==> config.mk <==
export PLATFORM = sky130hd
export DESIGN_NAME = rotate_right_datapath
export DESIGN_NICKNAME = d
export VERILOG_FILES = /design/src/core/rotate_pkg.sv /design/src/core/rotate_unit.sv /design/src/core/rotate_right_datapath.sv
export SDC_FILE = /design/constraint.sdc
export NUM_CORES = 1
export LEC_CHECK = 0
export BUFFER_PORTS_ARGS = -buffer_cell sky130_fd_sc_hd__buf_4
export CAP_MARGIN = 20
export CORE_ASPECT_RATIO = 0.8
export CORE_MARGIN = 2
export CORE_UTILIZATION = 45
export DETAILED_ROUTE_END_ITERATION = 8
export PLACE_DENSITY_LB_ADDON = 0.25
export RECOVER_POWER = 100
export SLEW_MARGIN = 20
export SYNTH_ARGS = -nofsm -noshare
export SYNTH_HDL_FRONTEND = slang
export SYNTH_SLANG_ARGS = --single-unit
==> constraint.sdc <==
create_clock -name clk -period 5.9 [get_ports clk]
set_clock_uncertainty 0.15 [all_clocks]
set_input_delay 0.59 -clock clk [delete_from_list [all_inputs] [get_ports clk]]
set_output_delay 0.59 -clock clk [all_outputs]
set_load 0.01 [all_outputs]
==> src/core/rotate_pkg.sv <==
// package: opcode fields, phase codes and reset values for the rotate datapath
package rotate_pkg;
  // instruction word layout
  localparam int          INSTR_W       = 16;
  localparam int          OPC_MSB       = 15;
  localparam int          OPC_LSB       = 9;
  localparam int          DEST_BIT      = 8;
  localparam int          ADDR_MSB      = 7;
  localparam int          DATA_W        = 8;
  localparam logic [6:0]  OPC_RR_CARRY  = 7'h0C;  // 0001 100
  localparam logic [6:0]  OPC_RR_NOCRY  = 7'h10;  // 0010 000
  // reset values
  localparam logic [7:0]  WORK_REG_RST  = 8'h00;
  localparam logic        CARRY_RST     = 1'h0;
  // four phases of one instruction cycle, one-hot
  typedef enum logic [3:0] {
    PH_DECODE  = 4'h1,
    PH_READ    = 4'h2,
    PH_PROCESS = 4'h4,
    PH_WRITE   = 4'h8
  } phase_e;
endpackage

==> src/core/rotate_unit.sv <==
// combinational rotate-right unit for both rotate variants
`timescale 1ns/10ps
module rotate_unit #(
  parameter int DATA_W = 8
) (
  // operand and control
  input  wire logic [DATA_W-1:0] operand,
  input  wire logic              carry_in,
  input  wire logic              use_carry,
  // result
  output logic      [DATA_W-1:0] result,
  output logic                   carry_out
);
  // bit 7 fill comes from carry or from the wrapped low bit
  always_comb begin
    result    = {(use_carry ? carry_in : operand[0]), operand[DATA_W-1:1]};
    carry_out = operand[0];
  end
endmodule // rotate_unit

==> src/core/rotate_right_datapath.sv <==
// rotate-right datapath: decode, read, process and write over four phases
//
// Summary of operation
// - through-carry: shift right, bit0 to carry, carry to bit7
// - dest zero: result to working register only
// - dest one: result written back to addressed byte
// - no-carry: shift right, bit0 to bit7, flags kept
// - no-carry dest selects working register or byte
// - decode through-carry from upper bits 0001100
// - decode no-carry from upper bits 0010000
//
// timing of one taken word, E being the taking edge
// E   : fields latched, read address registered
// E+1 : operand sampled from the register file
// E+2 : rotated byte and next carry held
// E+3 : destination, carry flag, rf_we and done updated
// E+4 : decode again, the next word may be taken
//
// port groups in short
// issue: instr_valid is a level, a word is looked at in decode only
// read port: rf_raddr registered, rf_rdata sampled one edge later
// write port: rf_we pulses one cycle with rf_waddr and rf_wdata
// state: working_register and carry_flag, both registered
// status: busy for the three cycles after a take, done for one
//
// limitation: words offered while busy are dropped, not queued,
// so the issuer must hold a word until busy is low again
// hazard: a write-back is a one-cycle rf_we pulse beside done; the
// file must take it at the edge that ends it, before the next read
// trade-off: four edges per word keep the read and write ports
// apart, at a quarter of the full issue rate
`timescale 1ns/10ps
module rotate_right_datapath
#(
  parameter int DW = rotate_pkg::DATA_W
) (
  // clock and reset
  input  wire logic                          clk,
  input  wire logic                          reset_n,
  // instruction issue
  input  wire logic                          instr_valid,
  input  wire logic [rotate_pkg::INSTR_W-1:0] instr_word,
  // register file read port
  output logic      [7:0]                    rf_raddr,
  input  wire logic [DW-1:0]                 rf_rdata,
  // register file write port
  output logic                               rf_we,
  output logic      [7:0]                    rf_waddr,
  output logic      [DW-1:0]                 rf_wdata,
  // architectural state
  output logic      [DW-1:0]                 working_register,
  output logic                               carry_flag,
  // status
  output logic                               busy,
  output logic                               done
);
  import rotate_pkg::*;

  ////////////////////////////////////////////////////////////////////////////
  // sequencing and latched fields
  phase_e          phase_r;
  logic            is_carry_r;
  logic            dest_r;
  logic [7:0]      addr_r;
  // datapath
  logic [DW-1:0]   operand_r;
  logic [DW-1:0]   result_r;
  logic [DW-1:0]   rot_result;
  logic            rot_carry;
  logic            carry_nxt_r;
  // decode
  logic [6:0]      opc_field;
  logic            dest_field;
  logic [7:0]      addr_field;
  logic            hit_carry;
  logic            hit_nocry;
  logic            take;

  // instruction word fields
  assign opc_field  = instr_word[OPC_MSB:OPC_LSB];
  assign dest_field = instr_word[DEST_BIT];
  assign addr_field = instr_word[ADDR_MSB:0];

  // opcode match on the upper seven bits
  assign hit_carry = opc_field == OPC_RR_CARRY;
  assign hit_nocry = opc_field == OPC_RR_NOCRY;

  // a word is taken only in decode; other words change nothing but rf_raddr
  assign take = (phase_r == PH_DECODE) && instr_valid && (hit_carry || hit_nocry);

  ////////////////////////////////////////////////////////////////////////////
  // phase sequencer; unknown words never leave decode
  always_ff @(posedge clk) begin
    if (!reset_n) begin
      phase_r <= PH_DECODE;
    end else begin
      unique case (phase_r)
        PH_DECODE: begin
          if (instr_valid && (hit_carry || hit_nocry)) begin
            phase_r <= PH_READ;
          end
        end
        PH_READ:    phase_r <= PH_PROCESS;
        PH_PROCESS: phase_r <= PH_WRITE;
        PH_WRITE:   phase_r <= PH_DECODE;
        default:    phase_r <= PH_DECODE;
      endcase
    end
  end

  // latch decoded fields
  always_ff @(posedge clk) begin
    if (!reset_n) begin
      is_carry_r <= 1'h0;
      dest_r     <= 1'h0;
      addr_r     <= 8'h00;
    end else if (take) begin
      is_carry_r <= hit_carry;
      dest_r     <= dest_field;
      addr_r     <= addr_field;
    end
  end

  ////////////////////////////////////////////////////////////////////////////
  // read address is held from a flop so the port is registered
  always_ff @(posedge clk) begin
    if (!reset_n) begin
      rf_raddr <= 8'h00;
    end else if (phase_r == PH_DECODE && instr_valid) begin
      rf_raddr <= addr_field;
    end
  end

  // capture operand during read phase
  always_ff @(posedge clk) begin
    if (!reset_n) begin
      operand_r <= '0;
    end else if (phase_r == PH_READ) begin
      operand_r <= rf_rdata;
    end
  end

  // carry_in is the flag from before this word
  rotate_unit #(
    .DATA_W (DW)
  ) u_rot (
    .operand   (operand_r),
    .carry_in  (carry_flag),
    .use_carry (is_carry_r),
    .result    (rot_result),
    .carry_out (rot_carry)
  );

  // process phase stores result and new carry
  always_ff @(posedge clk) begin
    if (!reset_n) begin
      result_r    <= '0;
      carry_nxt_r <= CARRY_RST;
    end else if (phase_r == PH_PROCESS) begin
      result_r    <= rot_result;
      carry_nxt_r <= is_carry_r ? rot_carry : carry_flag;
    end
  end

  ////////////////////////////////////////////////////////////////////////////
  // carry moves only in write phase; the no-carry path reloads the old value
  always_ff @(posedge clk) begin
    if (!reset_n) begin
      carry_flag <= CARRY_RST;
    end else if (phase_r == PH_WRITE) begin
      carry_flag <= carry_nxt_r;
    end
  end

  // working register takes the result only when dest is zero
  always_ff @(posedge clk) begin
    if (!reset_n) begin
      working_register <= WORK_REG_RST;
    end else if (phase_r == PH_WRITE && !dest_r) begin
      working_register <= result_r;
    end
  end

  // write strobe: a one-cycle pulse, never held between words
  always_ff @(posedge clk) begin
    if (!reset_n) begin
      rf_we <= 1'h0;
    end else begin
      rf_we <= (phase_r == PH_WRITE) && dest_r;
    end
  end

  // write address and data hold their last value between pulses
  always_ff @(posedge clk) begin
    if (!reset_n) begin
      rf_waddr <= 8'h00;
      rf_wdata <= '0;
    end else if (phase_r == PH_WRITE && dest_r) begin
      rf_waddr <= addr_r;
      rf_wdata <= result_r;
    end
  end

  ////////////////////////////////////////////////////////////////////////////
  // busy covers read, process and write phases of a taken word
  always_ff @(posedge clk) begin
    if (!reset_n) begin
      busy <= 1'h0;
    end else begin
      busy <= (phase_r == PH_DECODE) ? take : (phase_r != PH_WRITE);
    end
  end

  // done pulses once, in the cycle the results become visible
  always_ff @(posedge clk) begin
    if (!reset_n) begin
      done <= 1'h0;
    end else begin
      done <= phase_r == PH_WRITE;
    end
  end
endmodule // rotate_right_datapath

==> impl_metrics.csv, run 1 <==
group,metric,value,unit
cts,cts.sinks,67,
routing,wl_per_cell,14.0,µm
placement,preCtsSetupSlack,3.25,ns
cts,path_clk_slew,0.07,ns
timing,maxSlewHeadroom,-0.0434,
die,core_area,5530,µm²
placement,hpwl,3980,µm
routing,drc,0,
timing,period_share,0.501,
worst_hold_path,holdPathStages,2,
global_routing,grt_util_all_layers,0.196,
timing,fin_ws,2.94,ns
routing,drt.antenna.violating_nets,0,
yosys,synth_top_area_frac,0.513,
worst_setup_path,crit_fanout,37,
yosys,synth_top_cell_by_area,"dfxtp_1",
worst_setup_path,cp.required,5.92,ns
worst_setup_path,path_class,"input port to flop",
outcome,failed_checks,"capacitance limit, slew limit",
routing,num_vias,2258,
die,fp-row-count,24,
routing,routed.top_layer,"met4",
worst_setup_path,reg2reg_depth,3,
cells_and_area,layout_common_cells,"dfxtp_1 (67), a21oi_1 (41), clkbuf_1 (39)",
yosys,synthCells,294,
cts,cts_tree,"yes",
routing,route.met3.wl,324,µm
worst_setup_path,cp.arrival,2.97,ns
cts,post_cts.repair.setup_buffers,0,
routing,wl,5960,µm
power,total_power,975,µW
yosys,ys_top_cells_by_area,"dfxtp_1 (51%), a21oi_1 (7.9%), mux2i_1 (6.9%)",
timing,max_freq,338,MHz
die,ioPinCount,63,
cells_and_area,fin_nets,369,
power,peakVddDrop,0.111,mV
placement,gp_congestion,0.743,
yosys,syn-num-nets,321,
worst_setup_path,worst_setup_path_start_kind,"input port",
die,dieWidth,89.2,µm
cells_and_area,fin_util,0.577,
power,leakage,0.00107,µW
timing,setup_viol,0,
cells_and_area,antennaDiodeCount,0,
cts,clock-root-buffer,"clkbuf_8",
timing,finalHoldWorstSlack,0.305,ns
flow_run,cap_viol_max_count,1,
yosys,yosysWarnings,0,
routing,dr_wl_met2,2680,µm
global_routing,grt_pass1_vias,2021,
die,die_y,72.2,µm
timing,slew_viol_final,38,
global_routing,antenna_found_initial,0,
cts,clock_latency,0.34,ns
cts,postCtsHoldBufs,0,
cts,cts_buffers,9,
timing,timing.final.hold_violations,0,
cts,h-tree-depth,3,
routing,viasPerCell,5.31,
cells_and_area,drive_gt1_frac,0.147,
routing,drt_pass1_iterations,4,
cells_and_area,final_common_cell,"dfxtp_1",
global_routing,overflow,0,
outcome,outcome,"finished with violations",
yosys,netlist_area,2610,µm²
worst_setup_path,cp-end-kind,"flop",
global_routing,grt_max_degree,38,
timing,worstMarginPinSlew,1.57,ns
yosys,syn-mean-instance-area,8.89,µm²
timing,rsz0062_at_grt,"no",
routing,wl_met1,2870,µm
cells_and_area,areaGrowthSynthToFinish,21.9,%
cts,cts_resized,0,
power,p_per_area,306,nW/µm²
routing,drt_iter0_drc,104,
yosys,ys_ff_latch,67,
die,initial_core_util,0.473,
cts,clockBufferDepth,2,
die,die_area,6440,µm²
timing,fin_tns_setup,0,ns
yosys,seq_area_frac_synth,0.513,
global_routing,grt_pass1_wl,9710,µm
cells_and_area,fillers,557,
worst_hold_path,holdCritPathClass,"flop to flop",
timing,post-route-min-period,2.96,ns
yosys,synth_cell_types,30,
placement,port_buffers,62,
registers in the layout, summed over array words and instances, names as in the netlist, 4 cells and up:
| name | count |
|---|---|
| addr_r | 8 |
| result_r | 8 |
| rf_waddr | 8 |
| rf_wdata | 8 |
| operand_r | 8 |
| phase_r | 4 |
| rf_raddr | 8 |
| working_register | 8 |
critical path, stage by stage:
cell and delay (ns):
clkbuf_1 0.37, inv_1 0.68, clkbuf_1 1.20, nor2_1 0.12
metrics by stage:
stage,instances,cell area [µm²]
after CTS,425,3340
after detailed placement,409,3080
after global routing,425,3190
after floorplan,294,2610
after global placement,409,3080
final,425,3190
power by group:
part | switching (µW) | total [µW] | internal (µW) | leakage, µW
logic | 21.0 | 37.5 | 16.6 | 0.000399
clock network | 166 | 480 | 315 | 0.000133
registers | 1.98 | 458 | 456 | 0.000541
total | 189 | 975 | 787 | 0.00107
cell families after synthesis:
family	synth area share
mux	0.0689
xor+xnor	0.00335
flops	0.513
compound gates	0.173
simple gates	0.186
buf+inv	0.0550
final timing paths:
kind	startpoint	endpoint	slack, ns
worst min-delay path	operand_r[7]$_SDFFE_PN0P_	operand_r[7]$_SDFFE_PN0P_	0.31
worst max-delay path	reset_n	result_r[5]$_SDFFE_PN0N_	2.94
worst min register to register	operand_r[7]$_SDFFE_PN0P_	operand_r[7]$_SDFFE_PN0P_	0.31
worst max register to register	phase_r[0]$_SDFFE_PN1P_	addr_r[7]$_SDFFE_PN0P_	3.25
per-layer routing:
layer,track usage,up-vias
met2,0.292,52
met3,0.0762,8
met5,0,-
met4,0.0547,0
met1,0.265,1073
li1,-,1125
final cells by class:
cell class / count / area (µm²) / area share
Clock buffer: 12 / 165 / 0.0518
Sequential cell: 67 / 1340 / 0.421
Tap cell: 78 / 97.6 / 0.0306
Inverter: 3 / 11.3 / 0.00353
Clock inverter: 4 / 95.1 / 0.0299
Timing Repair Buffer: 65 / 342 / 0.107
Multi-Input combinational cell: 196 / 1130 / 0.356
synthesized netlist by cell type:
master,n
or4b_2,1
o22ai_2,1
nand3_1,32
nor2_1,11
or4b_4,1
o21a_1,1
buf_2,4
a211oi_1,3
buf_1,1
nor4b_1,1
o21ai_0,32
a2111oi_4,1
xor2_1,1
nor3_1,3
inv_2,1
nor4b_2,3
inv_1,2
o221ai_1,1
a21oi_1,41
nand2_1,37
clkbuf_1,20
mux2i_1,18
dfxtp_1,67
a31o_2,1
nand3b_1,1
and2_1,2
buf_6,3
or3b_2,1
or4b_1,1
or4_1,2
(Power assumes the default switching activity.)
==> run 2: changes to the inputs <==
- clock period: 5.9 -> 3 ns (I/O delays scaled with it)
==> impl_metrics.csv, run 2 (synthesis results as in run 1) <==
group,metric,value,unit
outcome,outcome,"finished clean",
global_routing,grt_max_degree,38,
timing,period_share,0.789,
die,initial_core_util,0.473,
routing,drc,0,
cts,cts_tree,"yes",
global_routing,grt_use_met1,0.280,
timing,fin_tns_setup,0,ns
cts,clockBufferDepth,2,
timing,maxSlewHeadroom,0.0864,
cells_and_area,drive_gt1_frac,0.147,
power,leakage,0.00106,µW
power,peakVddDrop,0.252,mV
timing,timing.final.hold_violations,0,
worst_setup_path,cpPeakStageDelay,0.65,ns
cells_and_area,final_common_cell,"dfxtp_1",
global_routing,overflow,0,
worst_setup_path,reg2reg_depth,4,
placement,hpwl,4040,µm
cts,path_clk_slew,0.06,ns
worst_setup_path,cp_top_family,"simple AND/OR/NAND/NOR gates",
flow_run,cap_viol_max_count,0,
cells_and_area,antennaDiodeCount,0,
die,dieWidth,89.2,µm
placement,place_area,3100,µm²
worst_setup_path,startpoint,"phase_r[0]$_SDFFE_PN1P_",
placement,port_buffers,62,
cells_and_area,fin_nets,371,
placement,gp_congestion,0.774,
cts,clock-root-buffer,"clkbuf_8",
worst_setup_path,worstReg2RegEnd,"addr_r[1]$_SDFFE_PN0P_",
worst_setup_path,worstPathCellList,"or4b_1, a2111oi_0, buf_4, mux2i_1",
worst_setup_path,cp-end-kind,"flop",
routing,viasPerCell,5.27,
cells_and_area,layout_common_cells,"dfxtp_1 (67), a21oi_1 (41), nand2_1 (37), clkbuf_1 (37)",
die,core_area,5530,µm²
routing,wl_per_cell,14.2,µm
worst_setup_path,slowest_stage,"or4b_1",
worst_setup_path,crit_fanout,11,
die,ioPinCount,63,
cts,cts_resized,0,
cells_and_area,fillers,572,
routing,num_vias,2240,
timing,max_freq,423,MHz
power,p_per_area,554,nW/µm²
cts,cts_buffers,9,
worst_setup_path,endpoint,"addr_r[1]$_SDFFE_PN0P_",
global_routing,gr-max-usage-layer,"met2",
worst_hold_path,holdCritPathClass,"input port to flop",
worst_setup_path,reg2reg_from,"phase_r[0]$_SDFFE_PN1P_",
global_routing,met2_usage,0.286,
timing,setup_viol,0,
cells_and_area,fin_area,3120,µm²
global_routing,antenna_found_initial,0,
timing,worstMarginPinSlew,1.35,ns
global_routing,grtUsageMet3,0.0683,
cts,h-tree-depth,3,
routing,drt_pass1_iterations,4,
global_routing,grt_pass1_wl,9750,µm
worst_setup_path,cp.depth,4,
routing,drt.antenna.violating_nets,0,
cts,clock_latency,0.34,ns
global_routing,grt_util_all_layers,0.199,
worst_setup_path,cp.arrival,2.49,ns
die,fp-row-count,24,
worst_setup_path,cp_num_buf_inv,1,
global_routing,grt_pass1_vias,2004,
worst_setup_path,rrSetupSlack,0.63,ns
cts,post_cts.repair.setup_buffers,0,
worst_setup_path,path_class,"flop to flop",
routing,wl,6040,µm
worst_setup_path,worst_setup_path_start_kind,"flop",
timing,rsz0062_at_grt,"no",
timing,post-route-min-period,2.37,ns
cells_and_area,areaGrowthSynthToFinish,19.5,%
cts,cts.sinks,67,
die,die_area,6440,µm²
worst_setup_path,cp.required,3.12,ns
cts,postCtsHoldBufs,0,
die,die_y,72.2,µm
routing,drt_iter0_drc,235,
timing,slew_viol_final,0,
==> run 2: cell types whose count changed in the layout (fill, tap and decap cells not counted), sizes merged <==
cell    before  now
bufinv       3    1
buf         25   30
clkbuf      52   49
==> run 2: final cells by class <==
type / count / area (µm²) / area share
flip-flops and latches: 67 / 1340 / 0.429
inverters: 3 / 11.3 / 0.00361
multi-input cells: 196 / 1110 / 0.355
clock buffers: 12 / 165 / 0.0529
clock inverters: 2 / 35.0 / 0.0112
repair buffers: 67 / 364 / 0.117
well taps: 78 / 97.6 / 0.0312
==> run 2: worst min-delay path: cells and delay by family <==
| kind | cells | cell delay (ns) |
|---|---|---|
| AND/OR/NAND/NOR | 1 | 0.04 |
| AO/OA/AOI/OAI | 1 | 0.05 |
| buffers and inverters | 1 | 0.11 |
==> run 2: worst min-delay path by stage <==
stage               depth (start not counted)                      from  slack (ns)                         to
global route                                3               rf_rdata[6]        0.05  operand_r[6]$_SDFFE_PN0P_
finish                                      3               rf_rdata[6]        0.05  operand_r[6]$_SDFFE_PN0P_
detailed placement                          2  carry_nxt_r$_SDFFE_PN0N_        0.30    carry_flag$_SDFFE_PN0P_
CTS                                         3               rf_rdata[6]        0.04  operand_r[6]$_SDFFE_PN0P_
floorplan                                   2  carry_nxt_r$_SDFFE_PN0N_        0.28    carry_flag$_SDFFE_PN0P_
global placement                            2  carry_nxt_r$_SDFFE_PN0N_        0.29    carry_flag$_SDFFE_PN0P_
==> run 2: per-layer routing <==
metal	vias up	wire [µm]
li1	1121	-
met1	1065	2980
met2	45	2690
met3	9	283
met4	0	87
met5	-	0
==> run 2: metrics by stage <==
step | std cells | setup slack [ns] | total power, µW | hold slack [ns] | util
6_report | 425 | 0.634 | 1730 | 0.0518 | 0.565
3_5_place_dp | 411 | 0.831 | 1000 | 0.296 | 0.560
2_1_floorplan | 294 | 1.09 | 956 | 0.282 | -
5_1_grt | 425 | 0.510 | 1780 | 0.0482 | 0.565
4_1_cts | 425 | 0.828 | 1750 | 0.0438 | 0.597
3_3_place_gp | 411 | 0.928 | 1000 | 0.291 | 0.560
==> run 2: power by group <==
part           leakage, µW  switching (µW)  internal (µW)
Clock             0.000104             314            441
Combinational     0.000417            40.9           33.6
Sequential        0.000541            3.96            897
Total              0.00106             359           1370
==> run 3: changes to the inputs <==
- clock period: 3 -> 1.9 ns (I/O delays scaled with it)
==> impl_metrics.csv, run 3 (synthesis results as in run 1) <==
group,metric,value,unit
outcome,outcome,"finished clean",
cts,clock_latency,0.34,ns
placement,place_area,3210,µm²
timing,worstMarginPinSlew,0.701,ns
cts,cts.sinks,67,
worst_setup_path,worstReg2RegEnd,"addr_r[6]$_SDFFE_PN0P_",
worst_setup_path,reg2reg_from,"phase_r[1]$_SDFFE_PN0P_",
timing,timing.final.hold_violations,0,
flow_run,cap_viol_max_count,0,
worst_setup_path,cp.required,2.02,ns
power,power.internal,1970,µW
timing,setup_viol,0,
worst_setup_path,cpPeakStageDelay,0.57,ns
global_routing,grt_max_degree,45,
worst_setup_path,slowest_stage,"or4b_4",
power,p_per_area,755,nW/µm²
worst_setup_path,endpoint,"addr_r[6]$_SDFFE_PN0P_",
global_routing,gr-max-usage-layer,"met2",
cells_and_area,antennaDiodeCount,0,
timing,rsz0062_at_grt,"no",
cts,clockBufferDepth,2,
global_routing,met2_usage,0.321,
cells_and_area,areaGrowthSynthToFinish,29.2,%
die,dieWidth,89.2,µm
cells_and_area,fin_area,3380,µm²
power,total_power,2550,µW
worst_setup_path,worstPathCellList,"or4b_4, a2111oi_4, buf_12, mux2i_1",
worst_setup_path,path_class,"flop to flop",
routing,num_vias,2357,
global_routing,grt_use_met1,0.282,
routing,wl,6320,µm
die,ioPinCount,63,
power,leakage,0.00116,µW
cts,clock-root-buffer,"clkbuf_8",
cts,h-tree-depth,3,
global_routing,grt_util_all_layers,0.211,
placement,port_buffers,62,
routing,drt.antenna.violating_nets,0,
cells_and_area,fillers,528,
die,die_y,72.2,µm
worst_hold_path,holdCritPathClass,"input port to flop",
timing,max_freq,560,MHz
worst_setup_path,cp-end-kind,"flop",
cells_and_area,layout_common_cells,"dfxtp_1 (67), a21oi_1 (41), clkbuf_1 (41)",
die,initial_core_util,0.473,
worst_hold_path,holdPathStages,3,
worst_setup_path,cp_top_family,"simple AND/OR/NAND/NOR gates",
global_routing,grt_pass1_vias,2158,
power,p_sw_frac,0.230,
routing,drt_pass1_iterations,4,
power,peakVddDrop,0.453,mV
cts,cts_buffers,9,
worst_setup_path,cp.arrival,1.91,ns
power,pwr-share-clk,0.382,
power,switchingPower,586,µW
power,power_frac_seq,0.557,
timing,fin_tns_setup,0,ns
worst_setup_path,worst_setup_path_start_kind,"flop",
die,die_area,6440,µm²
worst_setup_path,startpoint,"phase_r[1]$_SDFFE_PN0P_",
cells_and_area,fin_nets,396,
timing,slew_viol_final,0,
timing,fin_ws,0.114,ns
placement,gp_congestion,0.772,
routing,drt_iter0_drc,152,
placement,hpwl,4060,µm
global_routing,grt_pass1_wl,10400,µm
die,core_area,5530,µm²
die,fp-row-count,24,
timing,period_share,0.940,
cells_and_area,drive_gt1_frac,0.160,
timing,maxSlewHeadroom,0.532,
placement,preCtsSetupSlack,0.0361,ns
global_routing,grtUsageMet3,0.0774,
worst_setup_path,reg2reg_depth,4,
cts,cts_tree,"yes",
timing,post-route-min-period,1.79,ns
routing,viasPerCell,5.21,
power,comb_power_share,0.061,
global_routing,overflow,0,
global_routing,antenna_found_initial,0,
worst_setup_path,crit_fanout,11,
routing,drc,0,
worst_setup_path,cp.depth,4,
routing,wl_per_cell,14.0,µm
cts,path_clk_slew,0.07,ns
worst_setup_path,rrSetupSlack,0.11,ns
worst_setup_path,cp_num_buf_inv,1,
cells_and_area,final_common_cell,"dfxtp_1",
[run 3: worst register-to-register path, delay by kind of cell (launching register included)]
kind | cells | cell delay (ns)
multiplexers | 1 | 0.19
AO/OA/AOI/OAI | 1 | 0.26
AND/OR/NAND/NOR | 1 | 0.57
flip-flops | 1 | 0.35
buffers and inverters | 1 | 0.19
[run 3: how the worst min path moves through the flow]
stage	start	end	slack [ns]
2_1_floorplan	rf_rdata[1]	operand_r[1]$_SDFFE_PN0P_	0.18
3_3_place_gp	rf_rdata[6]	operand_r[6]$_SDFFE_PN0P_	0.29
3_5_place_dp	rf_rdata[4]	operand_r[4]$_SDFFE_PN0P_	0.29
4_1_cts	instr_valid	rf_raddr[6]$_SDFFE_PN0P_	0.02
5_1_grt	instr_valid	rf_raddr[6]$_SDFFE_PN0P_	0.03
6_report	instr_valid	rf_raddr[6]$_SDFFE_PN0P_	0.03
[run 3: through the flow]
stage          hold slack, ns  std cells   util
6_report               0.0261        452  0.611
5_1_grt                0.0291        452  0.611
4_1_cts                0.0155        452  0.639
3_5_place_dp            0.295        419  0.580
3_3_place_gp            0.289        419  0.580
2_1_floorplan           0.176        294      -
[run 3: final cells by class]
cell class              instances  area [µm²]  area share
repair buffers                 92         637       0.189
well taps                      78        97.6      0.0289
multi-input cells             196        1140       0.337
clock inverters                 3        15.0     0.00444
flip-flops and latches         67        1340       0.397
clock buffers                  13         139      0.0411
inverters                       3        11.3     0.00333
[run 3: power groups by stage]
| stage | sequential, µW | combinational, µW | clock (µW) |
|---|---|---|---|
| detailed placement | 1450 | 134 | 0 |
| floorplan | 1460 | 54.0 | 0 |
| CTS | 1420 | 162 | 1000 |
| finish | 1420 | 157 | 974 |
| global route | 1420 | 170 | 1070 |
| global placement | 1450 | 132 | 0 |
[run 3: layer usage]
layer  up-vias  part of all wire  wire length [µm]
li1       1180                 -                 -
met1      1116              0.47              3000
met2        54              0.47              2980
met3         7             0.041               262
met4         0             0.013                84
met5         -                 0                 0
[run 3: timing repair]
| item | CTS | global route |
|---|---|---|
| buffers inserted | 0 | 0 |
| hold endpoints to repair | 25 | 0 |
| gates resized for setup | 0 | 0 |
| hold buffers | 17 | 0 |
